## src/verilog/reset_ctl_pkg.sv

```systemverilog
// Purpose: shared constants and types for the module reset controller
// Assumes: 200 MHz system clock, one clock domain
// Notes:   pad control words describe drive and weak pulls for each pin
package reset_ctl_pkg;

  // ---------------------------------------------------------------
  // clock and timing
  // ---------------------------------------------------------------
  localparam int CLK_PERIOD_NS  = 5;
  localparam int TICK_NS        = 1000;  // one timing tick per microsecond
  localparam int TICK_CYCLES    = (TICK_NS + CLK_PERIOD_NS - 1) / CLK_PERIOD_NS;
  localparam int TICK_W         = 8;
  localparam int HOLD_US        = 10;    // reset stretch after last source lets go
  localparam int HOLD_TICKS     = HOLD_US * 1000 / TICK_NS;
  localparam int XIN_IDLE_US    = 50;    // no crystal edge for this long means no clock
  localparam int XIN_IDLE_TICKS = XIN_IDLE_US * 1000 / TICK_NS;

  // ---------------------------------------------------------------
  // field widths and reset values
  // ---------------------------------------------------------------
  localparam int CNT_W           = 16;
  localparam int BAUD_W          = 16;
  localparam int FREQ_W          = 16;
  localparam int NUM_PROG        = 12;
  localparam int NUM_ANA         = 3;
  localparam int ANA_DRIVEN_IDX  = 1;
  localparam logic [BAUD_W-1:0] BAUD_DEFAULT  = 16'h01d8;
  localparam logic [FREQ_W-1:0] XTAL_MAX_KHZ  = 16'h7d00;  // highest supported crystal
  localparam logic [CNT_W-1:0]  BREAK_KEY_DEF = 16'h0400;

  // ---------------------------------------------------------------
  // pad control types
  // ---------------------------------------------------------------
  typedef struct packed {
    logic oe;         // high while the pad drives
    logic out;
    logic pull_up;
    logic pull_down;
  } pad_ctl_s;

  typedef struct packed {
    pad_ctl_s [NUM_PROG-1:0] prog;
    pad_ctl_s [NUM_ANA-1:0]  ana;
    pad_ctl_s                ser_tx;
    pad_ctl_s                ser_rts;
    pad_ctl_s                ser_rx;
    pad_ctl_s                ser_cts;
    pad_ctl_s                cfg_sel;
    pad_ctl_s                cfg_clk;
    pad_ctl_s                cfg_din;
    pad_ctl_s                cfg_dout;
  } pads_s;

  localparam pad_ctl_s PAD_IN_PD  = '{oe: 1'b0, out: 1'b0, pull_up: 1'b0, pull_down: 1'b1};
  localparam pad_ctl_s PAD_IN_PU  = '{oe: 1'b0, out: 1'b0, pull_up: 1'b1, pull_down: 1'b0};
  localparam pad_ctl_s PAD_HIZ    = '{oe: 1'b0, out: 1'b0, pull_up: 1'b0, pull_down: 1'b0};
  localparam pad_ctl_s PAD_DRV_LO = '{oe: 1'b1, out: 1'b0, pull_up: 1'b0, pull_down: 1'b0};

  // safe pad state held for the whole of reset
  localparam pads_s PADS_RESET = '{
    prog:     {NUM_PROG{PAD_IN_PD}},
    ana:      {PAD_HIZ, PAD_DRV_LO, PAD_HIZ},
    ser_tx:   PAD_IN_PU,
    ser_rts:  PAD_IN_PU,
    ser_rx:   PAD_IN_PD,
    ser_cts:  PAD_IN_PD,
    cfg_sel:  PAD_IN_PU,
    cfg_clk:  PAD_IN_PD,
    cfg_din:  PAD_IN_PD,
    cfg_dout: PAD_IN_PD
  };

  // ---------------------------------------------------------------
  // module state
  // ---------------------------------------------------------------
  typedef enum logic [1:0] {
    CAUSE_POWER,
    CAUSE_BREAK,
    CAUSE_WATCHDOG,
    CAUSE_FAULT
  } reset_cause_e;

  typedef struct packed {
    logic [1:0]       sync;
    logic [CNT_W-1:0] cnt;
    logic             brk;
  } break_state_s;

endpackage

```

## src/verilog/break_detect.sv

```systemverilog
// Purpose: detect a break (serial receive held low) longer than a timeout
// Assumes: i_tick is a one-cycle pulse from the tick divider
// Notes:   runs during reset too, so a held break keeps the device in reset
`timescale 1ns/10ps
module break_detect (
  // clock and reset
  input  wire logic                       i_clk,
  input  wire logic                       i_reset_n,
  // timing and configuration
  input  wire logic                       i_tick,
  input  wire logic [reset_ctl_pkg::CNT_W-1:0] i_timeout,
  // serial receive pin, asynchronous
  input  wire logic                       i_serial_rx,
  // result
  output logic                            o_break
);
  import reset_ctl_pkg::*;

  break_state_s state;
  break_state_s next_state;

  // ---------------------------------------------------------------
  // next state
  // ---------------------------------------------------------------
  // counter saturates so a break of any length stays detected
  always_comb begin
    next_state      = state;
    next_state.sync = {state.sync[0], i_serial_rx};
    if (state.sync[1]) begin
      next_state.cnt = '0;
    end else if (i_tick && (state.cnt != {CNT_W{1'b1}})) begin
      next_state.cnt = state.cnt + 16'h0001;
    end
    next_state.brk = (!state.sync[1]) && (state.cnt > i_timeout);
  end

  // ---------------------------------------------------------------
  // state register
  // ---------------------------------------------------------------
  always_ff @(posedge i_clk or negedge i_reset_n) begin
    if (!i_reset_n) begin
      state <= '{sync: 2'b11, cnt: '0, brk: 1'b0};
    end else begin
      state <= next_state;
    end
  end

  assign o_break = state.brk;

endmodule // break_detect

```

## src/verilog/module_reset_control.sv

```systemverilog
// Purpose: reset gathering, safe pad states and clock safety for the radio module
// Assumes: i_reset_n is the power-on reset; software settings arrive as plain inputs
// Notes:   warm resets keep baud rate and RAM, cold resets restore defaults
`timescale 1ns/10ps

// What this block does
// - reset comes from power-on, a serial break, watchdog expiry, or a firmware fault request.
// - a receive-line low longer than the break timeout key causes reset.
// - in reset, two-way pins are inputs and output-only pins float.
// - in reset, every programmable pin has its weak pull-down on.
// - in reset, transmit and rts float pulled up; receive and cts pulled down.
// - in reset, select pulled up; clock, data-in pulled down; data-out floats pulled down.
// - in reset, programmable pins 6..2 pulled-down inputs; analogue pin 1 drives low.
// - after any reset assume the highest crystal frequency until software sets it.
// - with no crystal clock the oscillator free-runs at a safe rate.
// - warm reset keeps the configured baud rate and working RAM.
// - cold reset loses baud rate and RAM; defaults come back.
// - power cycle or firmware-fault system reset counts as cold.
module module_reset_control #(
  parameter int TICK_CYCLES_P = reset_ctl_pkg::TICK_CYCLES,
  parameter int HOLD_TICKS_P  = reset_ctl_pkg::HOLD_TICKS,
  parameter int XIN_IDLE_P    = reset_ctl_pkg::XIN_IDLE_TICKS
) (
  // clock and power-on reset
  input  wire logic                                i_clk,
  input  wire logic                                i_reset_n,
  // break detection
  input  wire logic                                i_serial_rx,
  input  wire logic [reset_ctl_pkg::CNT_W-1:0]     i_break_reset_timeout_key,
  // watchdog, set by software
  input  wire logic                                i_wdog_enable,
  input  wire logic [reset_ctl_pkg::CNT_W-1:0]     i_wdog_timeout,
  input  wire logic                                i_wdog_kick,
  // firmware fault system reset request
  input  wire logic                                i_fault_reset,
  // software settings
  input  wire logic                                i_baud_load,
  input  wire logic [reset_ctl_pkg::BAUD_W-1:0]    i_baud_value,
  input  wire logic                                i_ram_init_done,
  input  wire logic                                i_xtal_set,
  input  wire logic [reset_ctl_pkg::FREQ_W-1:0]    i_xtal_khz,
  // crystal pin, asynchronous
  input  wire logic                                i_crystal_input,
  // functional pad requests outside reset
  input  wire reset_ctl_pkg::pads_s                i_func_pads,
  // reset and status outputs
  output logic                                     o_active_low_reset,
  output logic                                     o_cold_reset,
  output reset_ctl_pkg::reset_cause_e              o_reset_cause,
  output logic [reset_ctl_pkg::BAUD_W-1:0]         o_baud_rate,
  output logic                                     o_ram_valid,
  output logic [reset_ctl_pkg::FREQ_W-1:0]         o_xtal_khz,
  output logic                                     o_osc_free_run,
  // pad controls
  output reset_ctl_pkg::pads_s                     o_pads
);
  import reset_ctl_pkg::*;

  localparam logic [TICK_W-1:0] TICK_LAST = TICK_W'(TICK_CYCLES_P - 1);
  localparam logic [CNT_W-1:0]  HOLD_LOAD = CNT_W'(HOLD_TICKS_P);
  localparam logic [CNT_W-1:0]  XIN_LIM   = CNT_W'(XIN_IDLE_P);

  typedef struct packed {
    logic [TICK_W-1:0] tick_cnt;
    logic              in_reset;
    logic [CNT_W-1:0]  hold_cnt;
    logic [CNT_W-1:0]  wd_cnt;
    reset_cause_e      cause;
    logic              cold;
    logic [BAUD_W-1:0] baud;
    logic              ram_valid;
    logic [1:0]        xin_sync;
    logic              xin_prev;
    logic [2:0]        xin_fill;
    logic [CNT_W-1:0]  xin_idle;
    logic              free_run;
    logic [FREQ_W-1:0] xtal_khz;
    pads_s             pads;
  } top_state_s;

  top_state_s state;
  top_state_s next_state;
  logic       tick;
  logic       brk;
  logic       wd_expire;
  logic       xin_edge;

  // ---------------------------------------------------------------
  // break detector
  // ---------------------------------------------------------------
  break_detect u_break_detect (
    .i_clk       (i_clk),
    .i_reset_n   (i_reset_n),
    .i_tick      (tick),
    .i_timeout   (i_break_reset_timeout_key),
    .i_serial_rx (i_serial_rx),
    .o_break     (brk)
  );

  // ---------------------------------------------------------------
  // derived strobes
  // ---------------------------------------------------------------
  assign tick      = (state.tick_cnt == TICK_LAST);
  // watchdog is only armed outside reset, so it cannot retrigger itself
  assign wd_expire = i_wdog_enable && !state.in_reset && (state.wd_cnt >= i_wdog_timeout);
  // edges count only once the pin level has filled both stages and the last-value flop,
  // so a pin idling high after reset does not fake crystal activity
  assign xin_edge  = state.xin_fill[2] && (state.xin_sync[1] ^ state.xin_prev);

  // ---------------------------------------------------------------
  // next state
  // ---------------------------------------------------------------
  always_comb begin
    next_state          = state;
    next_state.tick_cnt = tick ? '0 : state.tick_cnt + 8'h01;

    // watchdog counter
    if (state.in_reset || !i_wdog_enable || i_wdog_kick) begin
      next_state.wd_cnt = '0;
    end else if (tick && (state.wd_cnt != {CNT_W{1'b1}})) begin
      next_state.wd_cnt = state.wd_cnt + 16'h0001;
    end

    // gather sources; a break still held keeps the stretch reloaded
    if (brk || wd_expire || i_fault_reset) begin
      next_state.in_reset = 1'b1;
      next_state.hold_cnt = HOLD_LOAD;
    end else if (state.hold_cnt != '0) begin
      if (tick) begin
        next_state.hold_cnt = state.hold_cnt - 16'h0001;
      end
    end else begin
      next_state.in_reset = 1'b0;
    end

    // cause and warm/cold class; a fault outranks other sources
    if (i_fault_reset) begin
      next_state.cause = CAUSE_FAULT;
      next_state.cold  = 1'b1;
    end else if (wd_expire) begin
      next_state.cause = CAUSE_WATCHDOG;
      next_state.cold  = 1'b0;
    end else if (brk && !state.in_reset) begin
      next_state.cause = CAUSE_BREAK;
      next_state.cold  = 1'b0;
    end

    // baud and RAM survive warm reset, reload on cold
    if (i_fault_reset) begin
      next_state.baud      = BAUD_DEFAULT;
      next_state.ram_valid = 1'b0;
    end else if (!state.in_reset) begin
      if (i_baud_load) begin
        next_state.baud = i_baud_value;
      end
      if (i_ram_init_done) begin
        next_state.ram_valid = 1'b1;
      end
    end

    // crystal activity monitor
    next_state.xin_sync = {state.xin_sync[0], i_crystal_input};
    next_state.xin_prev = state.xin_sync[1];
    next_state.xin_fill = {state.xin_fill[1:0], 1'b1};
    if (xin_edge) begin
      next_state.xin_idle = '0;
    end else if (tick && (state.xin_idle != XIN_LIM)) begin
      next_state.xin_idle = state.xin_idle + 16'h0001;
    end
    next_state.free_run = (next_state.xin_idle == XIN_LIM);

    // crystal frequency falls back to maximum in any reset
    if (next_state.in_reset) begin
      next_state.xtal_khz = XTAL_MAX_KHZ;
    end else if (i_xtal_set) begin
      next_state.xtal_khz = i_xtal_khz;
    end

    // pads follow reset with no cycle of functional drive in between
    if (next_state.in_reset) begin
      next_state.pads = PADS_RESET;
    end else begin
      next_state.pads = i_func_pads;
    end
  end

  // ---------------------------------------------------------------
  // state register
  // ---------------------------------------------------------------
  // power-on is a cold reset: everything takes its default constant
  always_ff @(posedge i_clk or negedge i_reset_n) begin
    if (!i_reset_n) begin
      state.tick_cnt  <= '0;
      state.in_reset  <= 1'b1;
      state.hold_cnt  <= HOLD_LOAD;
      state.wd_cnt    <= '0;
      state.cause     <= CAUSE_POWER;
      state.cold      <= 1'b1;
      state.baud      <= BAUD_DEFAULT;
      state.ram_valid <= 1'b0;
      state.xin_sync  <= 2'b00;
      state.xin_prev  <= 1'b0;
      state.xin_fill  <= 3'h0;
      state.xin_idle  <= XIN_LIM;
      state.free_run  <= 1'b1;
      state.xtal_khz  <= XTAL_MAX_KHZ;
      state.pads      <= PADS_RESET;
    end else begin
      state <= next_state;
    end
  end

  // ---------------------------------------------------------------
  // outputs
  // ---------------------------------------------------------------
  assign o_active_low_reset = !state.in_reset;
  assign o_cold_reset       = state.cold;
  assign o_reset_cause      = state.cause;
  assign o_baud_rate        = state.baud;
  assign o_ram_valid        = state.ram_valid;
  assign o_xtal_khz         = state.xtal_khz;
  assign o_osc_free_run     = state.free_run;
  assign o_pads             = state.pads;

endmodule // module_reset_control

```

## config.mk

```make
export PLATFORM = sky130hd
export DESIGN_NAME = module_reset_control
export DESIGN_NICKNAME = d
export VERILOG_FILES = /design/src/verilog/reset_ctl_pkg.sv /design/src/verilog/break_detect.sv /design/src/verilog/module_reset_control.sv
export SDC_FILE = /design/constraint.sdc
export NUM_CORES = 1
export LEC_CHECK = 0
export ABC_CLOCK_PERIOD_IN_PS = 2500
export BUFFER_PORTS_ARGS = -buffer_cell sky130_fd_sc_hd__buf_4
export CORE_MARGIN = 10
export CORE_UTILIZATION = 40
export CTS_BUF_LIST = sky130_fd_sc_hd__clkbuf_8
export DETAILED_ROUTE_END_ITERATION = 10
export PLACE_DENSITY = 0.64
export SLEW_MARGIN = 10
export SYNTH_ARGS = -nofsm -noshare
export SYNTH_HDL_FRONTEND = slang
export SYNTH_SLANG_ARGS = --single-unit
```

## constraint.sdc

```tcl
create_clock -name i_clk -period 2.5 [get_ports i_clk]
set_input_delay 0.375 -clock i_clk [delete_from_list [all_inputs] [get_ports i_clk]]
set_output_delay 0.375 -clock i_clk [all_outputs]
set_load 0.01 [all_outputs]
```

[Yosys cells after proc, flatten, opt, wreduce, memory -nomap -nowiden]
Index checks and enable logic that the tools add are counted.
Cells by class
  $add $sub $neg: 5
  $lt $le $gt $ge: 2
  equality and inequality tests: 6
  multiplexer cells: 21
  bitwise operators: 1
  reductions and logical operators: 27
Operator list (count)
  16-bit two-way mux: 11
  92-bit two-way mux: 1
  17-bit two-way mux: 3
  16-bit by 1-bit adder with 16-bit output (second input constant): 3
  16-bit inequality test (second input constant): 2
  16-bit by 6-bit == test with 1-bit output (second input constant): 1
  16-bit greater-or-equal comparator: 1
  16-bit > comparator: 1
  16-bit by 6-bit inequality test with 1-bit output (second input constant): 1
  16-bit nonzero test: 1
  16-bit by 1-bit subtractor with 16-bit output (second input constant): 1
  2-bit nonzero test: 7
  3-bit two-way mux: 3
  8-bit by 1-bit adder with 8-bit output (second input constant): 1
  8-bit == test (second input constant): 1
  1-bit logical AND: 8
  8-bit two-way mux: 1
  2-bit AND reduction: 3
  1-bit logical OR: 4
  1-bit zero test: 3
  3-bit nonzero test: 1
  1-bit two-way mux: 2
  2-bit inequality test (second input constant): 1
  1-bit bitwise XOR: 1
Word-level totals
  register bits: 211
  output and inout bits: 130
  logic and storage cells: 171

[Logic depth before layout (Yosys ltp)]
  depth in word-level cells: 7
  depth in mapped cells: 11
  mapped depth without buffers: 9

[Cells and area by module]
From an unflattened synthesis, not the netlist that was laid out.
Unflattened totals
  cells, all modules: 1089
  area total of the unflattened synthesis: 10767.8 um^2
Modules (own cells, without submodules)
  module_reset_control: times used 1, cells each 934, area an instance 9381.5 um^2, seq. area each 4854.7 um^2
  break_detect: times used 1, cells each 155, area an instance 1386.3 um^2, seq. area each 478.0 um^2

[Least setup slack after synthesis]
Ideal clock, no wire load.
  path type: reg2reg
  start point: register state[109] (netlist name)
  end point: register state (netlist bit o_osc_free_run)
  setup time: 0.090 ns
  data arrival time: 2.382 ns
  required time: 2.410 ns
  slack: 0.028 ns
  cell stages (with the launch flop): 11
  path buffers: 1
  cell sequence: dfrtp_1 -> inv_1 -> ha_1 -> nor4b_1 -> and4_2 -> buf_6 -> nor4_1 -> xnor2_1 -> nor2_1 -> or4_1 -> nor4_2
RTL lines
  start, declared: RTL line module_reset_control.sv:81  | top_state_s state;
  start signal, assigned: RTL line module_reset_control.sv:209  | state <= next_state;

==> impl_metrics.csv <==
group,metric,value,unit
sta,finalMaxSlewViolations,0,
synth,synth_largest_area_cell,"dfrtp_1",
pwr,power.leakage,6.984,nW
sta,skew,0.02197,ns
synth,synth-adder-area-share,0.04629,
synth,synth_area,0.01027,mm^2
finish,final_net_count,1394,
floorplanning,rows,58,
clocking,clk_latency,0.53,ns
worst_hold_path,min_path_type,"input pin to register",
clocking,cts_root_buffer,"clkbuf_8",
route,postRouteAntennaNets,0,
place,numPortBuffers,295,
floorplanning,ioPinCount,296,
synth,synthXorXnorAreaFrac,0.05287,
clocking,cts_made_buffers,40,
global_routing,grt-busiest-layer,"met2",
critical_path,cp_data_arrival_time,2.93,ns
synth,synth_compound_area_frac,0.04398,
floorplanning,initial_core_util,0.4067,
finish,layout.cells.non_filler,1552,
synth,synth_mux_area_frac,0.01973,
sta,setup_violations,0,
finish,diodes,0,
sta,fin_crit_sh,0.9972,
sta,worstMarginPinSlew,1.047,ns
global_routing,first_global_vias,7849,
sta,slew_headroom,0.3009,
critical_path,path_class,"register to register",
critical_path,critical-path-max-stage-delay,0.58,ns
route,wire_per_inst,18.05,um
place,dp_cells,1465,
place,hpwlAfterDp,20850,um
critical_path,critical_path.endpoint_type,"register",
floorplanning,die_y,180.2,um
critical_path,cp_max_fo,6,
sta,fin_ws,0.007063,ns
synth,synth_area_per_cell,10.72,um^2
outcome,status,"completed",
clocking,cts.sink_count,211,
sta,rsz0062_at_grt,"true",
route,via_per_inst,4.814,
global_routing,grt_pass1_wl,44080,um
global_routing,grt_start_max_net_pins,59,
route,routed_wl,28010,um
pwr,max-vdd-ir-drop,0.0003716,V
sta,whs,0.04661,ns
critical_path,path_cells,"and4_4 -> nand4_1 -> buf_6 -> nor4b_4 -> xnor2_1 -> nor2_1 -> or4_4 -> nor4_2",
critical_path,cp_num_buf_inv,1,
sta,finalSetupTns,0,ns
synth,ys_types,59,
clocking,htreeDepth,2,
global_routing,grt_use_total,0.1653,
floorplanning,dieWidth,180.2,um
global_routing,globalRouteMet1Util,0.1942,
route,drtIter0Drc,395,
sta,min_period,2.493,ns
critical_path,r2r_slack,0.007,ns
synth,synth.top_cells.by_area,"dfrtp_1 41%, dfstp_2 11%, buf_4 9.3%, and3_1 5.8%, ha_1 4.6%",
synth,yosysMostFrequentCell,"dfrtp_1",
critical_path,critPathRequiredTime,2.94,ns
floorplanning,dieArea,0.03249,mm^2
place,place_ws,-0.1435,ns
route,via_count,7472,
synth,synth_top_family_by_area,"simple AND/OR/NAND/NOR gates",
pwr,total_power,7.341,mW
synth,synth_enable_flop_cells,0,
run,max-cap-violations,0,
global_routing,gr-usage-met3,0.04096,
critical_path,crit_path_start_kind,"register",
critical_path,cp_slowest_cell,"or4_4",
synth,ys.flop_type,"dfrtp_1",
synth,synthesis.instances,958,
global_routing,gr-usage-met2,0.2869,
synth,ys_seq_area_frac,0.5192,
sta,max_freq,401.1,MHz
synth,ys_seq_elements,211,
synth,async_flop_share,1.000,
finish,area_growth_syn_to_layout,30.98,%
clocking,cts.path.max_buffers,3,
pwr,power_density,545.7,mW/mm^2
critical_path,crit_family,"simple AND/OR/NAND/NOR gates",
synth,synth_nets,1162,
synth,synth_common_cells,"169 x dfrtp_1, 127 x buf_4, 95 x and3_1",
synth,yosysWarnings,0,
route,drc_errors,0,
finish,layout-drive-gt1-share,0.4100,
sta,hold_violations,0,
clocking,clk_pin_slew,0.06,ns
global_routing,grt_overflow,0,
synth,yosysTopAreaCellShare,0.4117,
synth,synth-simple-area-share,0.1950,
floorplanning,core-area,0.02525,mm^2
clocking,cts_tree,"built",
route,dr.pass1.iters,5,
place,routabilityCongestion,0.8988,
global_routing,antenna_found_initial,0,
-- area by class of cell --
type / count / area [um^2]
flip-flops and latches: 211 / 5333
well taps: 330 / 412.9
fillers: 2269 / 11800
multi-input cells: 543 / 3849
clock inverters: 24 / 153.9
repair buffers: 355 / 2870
clock buffers: 50 / 688.2
inverters: 39 / 146.4
-- placed cells by master (no fill, tap or decap), types with 5 or more instances in the layout --
cell / count
inv_1: 55
o21ai_0: 8
nor3_1: 11
nand4_1: 18
buf_4: 334
dfstp_2: 42
ha_1: 37
mux2_2: 10
nor4_1: 5
a21o_1: 13
nand3_1: 15
buf_12: 13
or3_1: 10
and4_1: 6
nand3b_1: 27
clkbuf_8: 51
a21oi_1: 27
mux2i_1: 9
nand2_1: 58
xor2_1: 28
dfrtp_1: 169
nor2_1: 68
clkinv_2: 5
and3_1: 94
xnor2_1: 34
-- kinds of logic after synthesis --
kind of cell,count (synthesis)
fa+ha+maj,38
other cells,1
xor+xnor,62
mux,19
flops,211
compound gates,68
simple gates,354
buf+inv,205
-- worst reg2reg max path, stage by stage, from the launching register on --
cell	delay, ns
dfstp_2	0.56
and4_4	0.24
nand4_1	0.11
buf_6	0.17
nor4b_4	0.26
xnor2_1	0.15
nor2_1	0.08
or4_4	0.58
nor4_2	0.26
-- repair_timing --
| action | in CTS | in global routing |
|---|---|---|
| buffers inserted | 5 | 3 |
| pin swaps | 8 | 4 |
| resized for setup | 19 | 10 |
| cloned | 1 | 1 |
| endpoints found under the setup margin | 1 | 25 |
| hold buffers | 3 | 0 |
| hold endpoints to repair | 55 | 0 |
-- routing by layer --
metal | routed length (um) | part of all wire
met1 | 11390 | 0.41
met2 | 14200 | 0.51
met3 | 1722 | 0.061
met4 | 706 | 0.025
met5 | 0 | 0
-- registers in the layout, summed over array words and instances (netlist names) --
signal	count
next_state	4
state	59
o_baud_rate	16
o_ram_valid	1
o_cold_reset	1
u_break_detect.next_state	1
o_pads	92
u_break_detect.state	17
o_osc_free_run	1
u_break_detect.o_break	1
o_xtal_khz	16
o_reset_cause	2
-- where the power goes --
| part | switching, mW | internal (mW) |
|---|---|---|
| clock network | 1.46 | 2.01 |
| logic | 0.188 | 0.241 |
| registers | 0.00586 | 3.43 |
-- worst paths after layout --
path                                      startpoint                   endpoint  depth (start not counted)
setup / recovery                state[114]$_DFF_PN1_   o_osc_free_run$_DFF_PN1_                          8
hold / removal                       i_func_pads[88]       o_pads[88]$_DFF_PN1_                          2
setup reg to reg                state[114]$_DFF_PN1_   o_osc_free_run$_DFF_PN1_                          8
hold reg to reg            next_state[126]$_DFF_PN0_  next_state[127]$_DFF_PN0_                          0
max in group asynchronous                  i_reset_n       o_pads[84]$_DFF_PN1_                          3
min in group asynchronous                  i_reset_n       state[118]$_DFF_PN0_                          2
-- stage by stage --
step                area, um^2  utilization
global route             13450       0.5327
floorplan                10270            -
finish                   13450       0.5327
global placement         12330       0.4884
detailed placement       12330       0.4884
CTS                      13360       0.5292
No activity file was read; power rests on OpenSTA's default activity.
